## config.mk

```make
export PLATFORM = sky130hd
export DESIGN_NAME = an_status_regs
export DESIGN_NICKNAME = d
export VERILOG_FILES = /design/src/rtl/an_status_regs.sv /design/src/rtl/sync_bit.sv /design/src/rtl/reset_sync.sv
export VERILOG_INCLUDE_DIRS = /design/src /design/src/common
export SDC_FILE = /design/constraint.sdc
export NUM_CORES = 1
export LEC_CHECK = 0
export BUFFER_PORTS_ARGS = -buffer_cell sky130_fd_sc_hd__buf_4
export CORE_UTILIZATION = 29
export CTS_CLUSTER_SIZE = 16
export DETAILED_ROUTE_END_ITERATION = 10
export PLACE_DENSITY = 0.58
export SYNTH_ARGS = -nofsm -noshare
export SYNTH_HDL_FRONTEND = slang
export SYNTH_SLANG_ARGS = --single-unit
```

## constraint.sdc

```tcl
create_clock -name clk -period 4 [get_ports clk]
set_clock_uncertainty 0.1 [all_clocks]
set_input_delay 0.4 -clock clk [delete_from_list [all_inputs] [get_ports clk]]
set_output_delay 0.4 -clock clk [all_outputs]
set_load 0.02 [all_outputs]
```

## src/common/an_status_map.svh

```systemverilog
`ifndef AN_STATUS_MAP_SVH
`define AN_STATUS_MAP_SVH
// ----------------------------------------
// Register offsets
// ----------------------------------------
`define ADDR_PARTNER_NEXT_PAGE 5'h05
`define ADDR_EXPANSION 5'h06
`define ADDR_IRQ_STATUS 5'h10
`define ADDR_IRQ_MASK 5'h11
`define ADDR_CAPTURE_CTRL 5'h12
// ----------------------------------------
// Field positions
// ----------------------------------------
`define NP_MORE_BIT 15
`define NP_ACK_BIT 14
`define NP_MSG_BIT 13
`define NP_COMPLY_BIT 12
`define NP_TOGGLE_BIT 11
`define EXP_PDF_BIT 4
`define EXP_LP_NP_BIT 3
`define EXP_NP_BIT 2
`define EXP_PAGE_BIT 1
`define EXP_LP_AN_BIT 0
`define IRQ_PAGE_BIT 0
`define IRQ_PDF_BIT 1
// ----------------------------------------
// Reset and fixed values
// ----------------------------------------
`define WORD_ZERO 16'h0000
`define CODE_ZERO 11'h000
`define IRQ_ZERO 2'h0
`define LOCAL_EXTRA_PAGES 1'h1
`endif

```

## src/rtl/an_status_regs.sv

```systemverilog
// Decided for this implementation: strobed register access.
`include "an_status_map.svh"
module an_status_regs (
	input wire logic clk,
	input wire logic rstn,
	input wire logic [4:0] addr,
	input wire logic [15:0] wdata,
	input wire logic wr,
	input wire logic rd,
	output logic [15:0] rdata,
	output logic irq,
	input wire logic page_valid,
	input wire logic [15:0] page_word,
	input wire logic last_tx_toggle,
	input wire logic pd_fault,
	input wire logic partner_negotiates
);
	// ----------------------------------------
	// State
	// ----------------------------------------
	typedef struct packed {
		logic more_pages_wanted;
		logic partner_ack;
		logic message_page_flag;
		logic partner_comply_flag;
		logic toggle_seen;
		logic [10:0] code;
		logic parallel_detect_fault;
		logic partner_extra_pages_capable;
		logic page_received;
		logic partner_negotiates;
		logic [1:0] irq_status;
		logic [1:0] irq_mask;
		logic capture_hold;
		logic [15:0] rdata;
		logic irq;
	} state_s;

	state_s r;
	state_s next_r;
	logic rst_n;
	logic pdf_s;
	logic lpan_s;
	logic tog_s;

	reset_sync u_rst (
		.clk(clk),
		.rstn(rstn),
		.rst_n(rst_n)
	);
	// Status levels come from the media side clock, hence synchronised
	sync_bit u_pdf (.clk(clk), .rst_n(rst_n), .d(pd_fault), .q(pdf_s));
	sync_bit u_lpan (.clk(clk), .rst_n(rst_n), .d(partner_negotiates), .q(lpan_s));
	sync_bit u_tog (.clk(clk), .rst_n(rst_n), .d(last_tx_toggle), .q(tog_s));

	// ----------------------------------------
	// Next state
	// ----------------------------------------
	always_comb begin
		logic [15:0] np_word;
		logic [15:0] exp_word;
		logic pdf_rise;
		next_r = r;
		np_word = {r.more_pages_wanted, r.partner_ack, r.message_page_flag,
			r.partner_comply_flag, r.toggle_seen, r.code};
		exp_word = `WORD_ZERO;
		exp_word[`EXP_PDF_BIT] = r.parallel_detect_fault;
		exp_word[`EXP_LP_NP_BIT] = r.partner_extra_pages_capable;
		exp_word[`EXP_NP_BIT] = `LOCAL_EXTRA_PAGES;
		exp_word[`EXP_PAGE_BIT] = r.page_received;
		exp_word[`EXP_LP_AN_BIT] = r.partner_negotiates;
		pdf_rise = pdfs_rise(pdf_s, r.parallel_detect_fault);
		next_r.parallel_detect_fault = pdf_s;
		next_r.partner_negotiates = lpan_s;
		// Page capture; software writes never reach these fields
		if (page_valid && !r.capture_hold) begin
			next_r.more_pages_wanted = page_word[`NP_MORE_BIT];
			next_r.partner_ack = page_word[`NP_ACK_BIT];
			next_r.message_page_flag = page_word[`NP_MSG_BIT];
			next_r.partner_comply_flag = page_word[`NP_COMPLY_BIT];
			next_r.toggle_seen = ~tog_s;
			next_r.code = page_word[10:0];
			next_r.partner_extra_pages_capable = page_word[`NP_MORE_BIT];
		end
		next_r.rdata = `WORD_ZERO;
		if (rd) begin
			if (addr == `ADDR_PARTNER_NEXT_PAGE) begin
				next_r.rdata = np_word;
			end else if (addr == `ADDR_EXPANSION) begin
				next_r.rdata = exp_word;
				next_r.page_received = 1'h0;
			end else if (addr == `ADDR_IRQ_STATUS) begin
				next_r.rdata = {14'h0000, r.irq_status};
			end else if (addr == `ADDR_IRQ_MASK) begin
				next_r.rdata = {14'h0000, r.irq_mask};
			end else if (addr == `ADDR_CAPTURE_CTRL) begin
				next_r.rdata = {15'h0000, r.capture_hold};
			end
		end
		if (wr) begin
			if (addr == `ADDR_IRQ_STATUS) begin
				next_r.irq_status = r.irq_status & ~wdata[1:0];
			end else if (addr == `ADDR_IRQ_MASK) begin
				next_r.irq_mask = wdata[1:0];
			end else if (addr == `ADDR_CAPTURE_CTRL) begin
				next_r.capture_hold = wdata[0];
			end
		end
		// Set wins over clear so no page is lost
		if (page_valid) begin
			next_r.page_received = 1'h1;
			next_r.irq_status[`IRQ_PAGE_BIT] = 1'h1;
		end
		if (pdf_rise) begin
			next_r.irq_status[`IRQ_PDF_BIT] = 1'h1;
		end
		next_r.irq = |(next_r.irq_status & next_r.irq_mask);
	end

	function automatic logic pdfs_rise(input logic now, input logic prev);
		pdfs_rise = now & ~prev;
	endfunction : pdfs_rise

	always_ff @(posedge clk or negedge rst_n) begin
		if (!rst_n) begin
			r <= '0;
		end else begin
			r <= next_r;
		end
	end

	assign rdata = r.rdata;
	assign irq = r.irq;

	// ----------------------------------------
	// Checks
	// ----------------------------------------
	property p_reserved_zero;
		@(posedge clk) disable iff (!rst_n)
		rd && addr == `ADDR_EXPANSION |=> rdata[15:5] == 11'h000;
	endproperty
	a_reserved_zero: assert property (p_reserved_zero) else $error("reserved bits nonzero");

	property p_local_extra_pages_capable;
		@(posedge clk) disable iff (!rst_n)
		rd && addr == `ADDR_EXPANSION |=> rdata[`EXP_NP_BIT];
	endproperty
	a_local_extra_pages_capable: assert property (p_local_extra_pages_capable) else $error("local next page bit low");

	property p_page_sets;
		@(posedge clk) disable iff (!rst_n)
		page_valid ##1 rd && addr == `ADDR_EXPANSION |=> rdata[`EXP_PAGE_BIT];
	endproperty
	a_page_sets: assert property (p_page_sets) else $error("page flag lost");

	property p_cor;
		@(posedge clk) disable iff (!rst_n)
		rd && addr == `ADDR_EXPANSION && !page_valid ##1 !page_valid
			##1 rd && addr == `ADDR_EXPANSION |=> !rdata[`EXP_PAGE_BIT];
	endproperty
	a_cor: assert property (p_cor) else $error("page flag not cleared");

	property p_code;
		@(posedge clk) disable iff (!rst_n)
		page_valid && !r.capture_hold ##1 !page_valid && rd && addr == `ADDR_PARTNER_NEXT_PAGE
			|=> rdata[10:0] == $past(page_word[10:0], 2);
	endproperty
	a_code: assert property (p_code) else $error("code field mismatch");

	property p_msg;
		@(posedge clk) disable iff (!rst_n)
		page_valid && !r.capture_hold |=> r.message_page_flag == $past(page_word[13])
			&& r.partner_comply_flag == $past(page_word[12]);
	endproperty
	a_msg: assert property (p_msg) else $error("page flags mismatch");

	property p_more;
		@(posedge clk) disable iff (!rst_n)
		page_valid && !r.capture_hold |=> r.more_pages_wanted == $past(page_word[15]);
	endproperty
	a_more: assert property (p_more) else $error("more pages flag mismatch");

	property p_ack_stable;
		@(posedge clk) disable iff (!rst_n)
		!page_valid |=> $stable(r.partner_ack);
	endproperty
	a_ack_stable: assert property (p_ack_stable) else $error("ack changed without page");

	property p_irq;
		@(posedge clk) disable iff (!rst_n)
		irq |-> (r.irq_status & r.irq_mask) != `IRQ_ZERO;
	endproperty
	a_irq: assert property (p_irq) else $error("irq without cause");

	// ----------------------------------------
	// Field capture, status level and read data checks
	// ----------------------------------------
	property p_ack_capture;
		@(posedge clk) disable iff (!rst_n)
		page_valid && !r.capture_hold |=> r.partner_ack == $past(page_word[`NP_ACK_BIT]);
	endproperty
	a_ack_capture: assert property (p_ack_capture) else $error("ack capture mismatch");

	property p_comply;
		@(posedge clk) disable iff (!rst_n)
		page_valid && !r.capture_hold
			|=> r.partner_comply_flag == $past(page_word[`NP_COMPLY_BIT]);
	endproperty
	a_comply: assert property (p_comply) else $error("comply flag mismatch");

	property p_toggle;
		@(posedge clk) disable iff (!rst_n)
		page_valid && !r.capture_hold |=> r.toggle_seen == !$past(tog_s);
	endproperty
	a_toggle: assert property (p_toggle) else $error("toggle bit mismatch");

	// Held capture must leave the code field alone
	property p_hold_keeps;
		@(posedge clk) disable iff (!rst_n)
		page_valid && r.capture_hold |=> $stable(r.code);
	endproperty
	a_hold_keeps: assert property (p_hold_keeps) else $error("held code changed");

	property p_pdf_follow;
		@(posedge clk) disable iff (!rst_n)
		1'h1 |=> r.parallel_detect_fault == $past(pdf_s);
	endproperty
	a_pdf_follow: assert property (p_pdf_follow) else $error("fault level mismatch");

	property p_lp_np;
		@(posedge clk) disable iff (!rst_n)
		page_valid && !r.capture_hold
			|=> r.partner_extra_pages_capable == $past(page_word[`NP_MORE_BIT]);
	endproperty
	a_lp_np: assert property (p_lp_np) else $error("partner page ability mismatch");

	// The page flag is only lost through a read of the expansion word
	property p_page_hold;
		@(posedge clk) disable iff (!rst_n)
		r.page_received && !(rd && addr == `ADDR_EXPANSION) |=> r.page_received;
	endproperty
	a_page_hold: assert property (p_page_hold) else $error("page flag dropped");

	property p_lpan_follow;
		@(posedge clk) disable iff (!rst_n)
		1'h1 |=> r.partner_negotiates == $past(lpan_s);
	endproperty
	a_lpan_follow: assert property (p_lpan_follow) else $error("negotiate level mismatch");

	property p_np_addr;
		@(posedge clk) disable iff (!rst_n)
		rd && addr == `ADDR_PARTNER_NEXT_PAGE && !page_valid
			|=> rdata[`NP_MSG_BIT] == r.message_page_flag;
	endproperty
	a_np_addr: assert property (p_np_addr) else $error("next page word misplaced");

	// Read data must not linger past their one cycle
	property p_rdata_idle;
		@(posedge clk) disable iff (!rst_n)
		!rd |=> rdata == `WORD_ZERO;
	endproperty
	a_rdata_idle: assert property (p_rdata_idle) else $error("read data not cleared");

	c_same_cycle: cover property (@(posedge clk) page_valid && rd && addr == `ADDR_EXPANSION);
	c_hold_page: cover property (@(posedge clk) page_valid && r.capture_hold);
	c_page_read: cover property (@(posedge clk) page_valid ##2 rd && addr == `ADDR_EXPANSION);
	c_np_read: cover property (@(posedge clk) rd && addr == `ADDR_PARTNER_NEXT_PAGE);
	c_irq: cover property (@(posedge clk) irq);
endmodule : an_status_regs

```

## src/rtl/sync_bit.sv

```systemverilog
module sync_bit (
	input wire logic clk,
	input wire logic rst_n,
	input wire logic d,
	output logic q
);
	logic [1:0] stage;
	// Only the second stage is visible outside
	always_ff @(posedge clk or negedge rst_n) begin
		if (!rst_n) begin
			stage <= 2'h0;
		end else begin
			stage <= {stage[0], d};
		end
	end
	assign q = stage[1];
endmodule : sync_bit

```

## src/rtl/reset_sync.sv

```systemverilog
module reset_sync (
	input wire logic clk,
	input wire logic rstn,
	output logic rst_n
);
	logic [1:0] stage;
	always_ff @(posedge clk or negedge rstn) begin
		if (!rstn) begin
			stage <= 2'h0;
		end else begin
			stage <= {stage[0], 1'h1};
		end
	end
	assign rst_n = stage[1];
endmodule : reset_sync

```

# After elaboration in Yosys (flattened, before gate mapping)
# Index checks and enable logic that the tools add are counted.
[totals]
regBits = 49
latch_bits = 0
mem_bits_rw = 0
mem_bits_ro = 0
input_bits = 45
out_inout_bits = 17
mem_count = 0
[op_classes]
add_sub_neg = 0
mul = 0
div_mod_pow = 0
magnitude_cmp = 0
n_eq_ne = 6
n_shift = 0
n_mux = 18
bitwise_logic = 8
reduce_logical = 7
[ops]
columns = ["operator", "n"]
rows = [
  ["$mux 16", 2],
  ["$eq 5x5->1 const B", 3],
  ["$eq 5x3->1 const B", 2],
  ["$mux 5", 2],
  ["$mux 1", 9],
  ["$mux 2", 4],
  ["$and 2x2->2", 2],
  ["$not 1->1", 4],
  ["$reduce_and 4->1", 1],
  ["$reduce_bool 2->1", 2],
  ["$mux 3", 1],
  ["$reduce_and 3->1", 1],
  ["$ne 2x2->1 const B", 1],
  ["$not 2->2", 1],
  ["$reduce_or 2->1", 1],
  ["$and 1x1->1", 1],
  ["$logic_and 1x1->1", 1],
  ["$logic_not 1->1", 1],
]

# Logic depth before layout (Yosys ltp)
[depth]
ltp_word = 8
ltp_mapped = 5

# Cells and area by module
# Synthesis repeated with hierarchy kept, for this count alone.
[hier_totals]
hier_cells = 137
area_unflattened_um2 = 1895.6
[by_module_without_submodules]
columns = ["mod", "n_inst", "cells_each", "area_each_um2", "seq_area_each_um2"]
rows = [
  ["an_status_regs", 1, 128, 1691.6, 1026.0],
  ["sync_bit", 3, 2, 50.0, 50.0],
  ["reset_sync", 1, 3, 53.8, 50.0],
]

# Least setup slack after synthesis
# Ideal clock, no wire load.
[synth_timing]
kind = "input port to flip-flop"
start = "input port page_valid"
end = "register r[24] in the netlist's numbering"
setup_ns = 0.125
arrival_ns = 1.230
slack_ns = 2.545
path_stages = 4
path_buffers = 2
path_cell_list = "nor2b_1 -> buf_2 -> buf_2 -> mux2_2"
[synth_between]
elab_chain_cells = 1
[synth_rtl]
columns = ["element", "line", "text"]
rows = [
  ["start: declaration", "an_status_regs.sv:12", "input wire logic page_valid,"],
  ["$logic_and 1x1->1", "an_status_regs.sv:76", "if (page_valid && !r.capture_hold) begin"],
  ["end signal: assignment", "an_status_regs.sv:128", "r <= next_r;"],
  ["end: declaration", "an_status_regs.sv:39", "state_s r;"],
]
# Every way passes these cells.
# A chain may end at the register's enable or synchronous reset.

==> metrics.yaml <==
die:
  std_cell_rows: 29
  die_x_microns: 83.4
  ios: 62
  die-area_sq_um: 6960
  core_region_area_sq_um: 6390
  die_h_microns: 83.4
  start_util_pct: 30.1
drt:
  met2WireLength_microns: 1600
  vias: 1082
  drt.antenna.violating_nets: 0
  first_iter_violations: 36
  routed.top_layer: "met4"
  wl_met3_microns: 142
  dr.pass1.iters: 4
  routedWlPerCell_microns: 12.7
  drt-met1-wl_microns: 1410
  drc_errors: 0
  vias_per_cell: 4.31
  finalWirelength_microns: 3200
run_status:
  status: "finished clean"
sta:
  fin_crit_ns: 1.48
  worstMarginPinSlew_ns: 1.02
  drv_slew: 0
  finalWorstSetupSlack_ns: 2.52
  finalHoldViolations: 0
  period_share_pct: 37.0
  setup_viol: 0
  max_slew_margin_pct: 31.7
  fin_tns_setup_ns: 0
  rsz0062_at_grt: "no"
  max_freq_mhz: 676
yosys:
  yosysSeqAreaShare_pct: 63.8
  synth_area_per_cell_sq_um: 14.0
  ys.flop_type: "dfrtp_1"
  ys_async_sr_fraction_pct: 100
  synth_cell_types: 30
  synth_seq_cells: 49
  syn_nets: 182
  yosysWarnings: 0
  syn_area_sq_um: 1920
  synth_edf_count: 0
  syn-instance-count: 137
hold_path:
  hold_path_startpoint: "last_tx_toggle"
  whs_path_depth: 1
  whs_endpoint: "u_tog.stage[0]"
  hold_class: "in -> reg"
cts:
  cts_resized: 0
  cts_buffers: 5
  htreeDepth: 2
  path_clk_slew_ns: 0.09
  cts_setup_buffers: 0
  ctsRootBufferMaster: "clkbuf_8"
  cts_tree: "yes"
  cts.sinks: 49
  clk_latency_ns: 0.30
  clockBufferDepth: 2
placed_design:
  io_buffers: 46
  place_ws_ns: 2.17
  hpwl_microns: 2210
  gp_congestion: 0.805
setup_path:
  reg2reg_to: "r[29]"
  reg2regPathDepth: 3
  rrSetupSlack_ns: 2.64
  worstPathMaxFanout: 14
  crit_start: "addr[1]"
  cp.arrival_ns: 1.61
  required_ns: 4.14
  r2r_start: "r[17]"
  end_kind: "flop"
  path_class: "in -> reg"
  start_kind: "primary input"
global_route:
  grt_pass1_vias: 1083
  grt_pass1_wl_microns: 5420
  gr-total-overflow: 0
  grt_util_all_layers_pct: 10.1
  grt_max_degree: 48
  antenna_found_initial: 0
pwr:
  power_mw: 1.06
  ir_worst_vdd_v: 0.000170
  p_per_area_nw_per_um2: 446
  p_leak_nw: 1.13
cells_and_area:
  final_nets: 218
  layout-drive-gt1-share_pct: 44.8
  layout_common_cells: "dfrtp_1 (48), buf_4 (47), mux2_2 (16), and2_1 (11), clkbuf_8 (6)"
  final_common_cell: "dfrtp_1"
  num_antenna_cells: 0
  area_growth_pct: 23.2
flow_run:
  maxCapViolCount: 0
==> synthesized netlist by cell type, types with 3 or more instances <==
master   number  area (sq um)
a21oi_1       3          15.0
and2_1       11          68.8
buf_4        16           120
dfrtp_1      49          1230
inv_1         5          18.8
mux2_2       16           180
mux2i_1       3          30.0
nor4_1        4          25.0
==> flip-flops by register name, summed over array words and instances (netlist names) <==
name	cells
rdata	16
r	24
u_tog.stage	2
irq	1
u_lpan.stage	2
u_pdf.stage	2
u_rst.stage	2
==> worst max-delay path by stage <==
| stage | endpoint | cells after the start | slack [ns] |
|---|---|---|---|
| after floorplan | irq | 0 | 2.44 |
| after global placement | rdata[4] | 4 | 2.16 |
| after detailed placement | rdata[4] | 4 | 2.17 |
| after CTS | rdata[4] | 4 | 2.49 |
| after global routing | rdata[4] | 4 | 2.43 |
| final | rdata[4] | 4 | 2.52 |
==> stage by stage <==
step | utilization [%] | hold WS [ns] | std cells | cell area [sq um]
3_5_place_dp | 35.1 | 0.0847 | 242 | 2240
5_1_grt | 37.1 | 0.0780 | 251 | 2370
6_report | 37.1 | 0.0968 | 251 | 2370
2_1_floorplan | - | 0.00441 | 137 | 1920
4_1_cts | 37.1 | 0.0879 | 251 | 2370
3_3_place_gp | 35.1 | 0.0822 | 242 | 2240
==> what timing repair did <==
action | in CTS | in global routing
hold buffers | 1 | 0
endpoints found under the setup margin | 0 | 0
hold endpoints to repair | 2 | 0
==> cells by family after synthesis <==
| group | Yosys count | synth area share, % |
|---|---|---|
| other cells | 1 | 0.195 |
| simple gates | 30 | 11.2 |
| mux | 20 | 11.7 |
| compound gates | 13 | 5.21 |
| flops | 49 | 63.8 |
| buf+inv | 24 | 7.94 |
==> power by group <==
group          switching [mW]  leakage [nW]  total [mW]  internal, mW
logic                  0.0447         0.473       0.116        0.0718
registers              0.0306         0.601       0.575         0.545
clock network           0.162        0.0574       0.365         0.203
==> worst max-delay path, cell delays in order <==
cell,delay [ns]
buf_4,0.13
nand2b_2,0.21
nor4_4,0.62
a22o_1,0.25
==> final cells by class <==
class	count	area [sq um]
Multi-Input combinational cell	64	544
Fill cell	645	4020
Clock inverter	2	37.5
Sequential cell	49	1230
Timing Repair Buffer	48	363
Clock buffer	6	82.6
Inverter	5	18.8
Tap cell	77	96.3
==> routing by layer <==
layer / GRT usage, % / up-vias
met5: 0 / -
met4: 3.70 / 0
met3: 3.88 / 5
met2: 16.4 / 22
met1: 12.2 / 535
li1: - / 520
(Power assumes the default switching activity.)
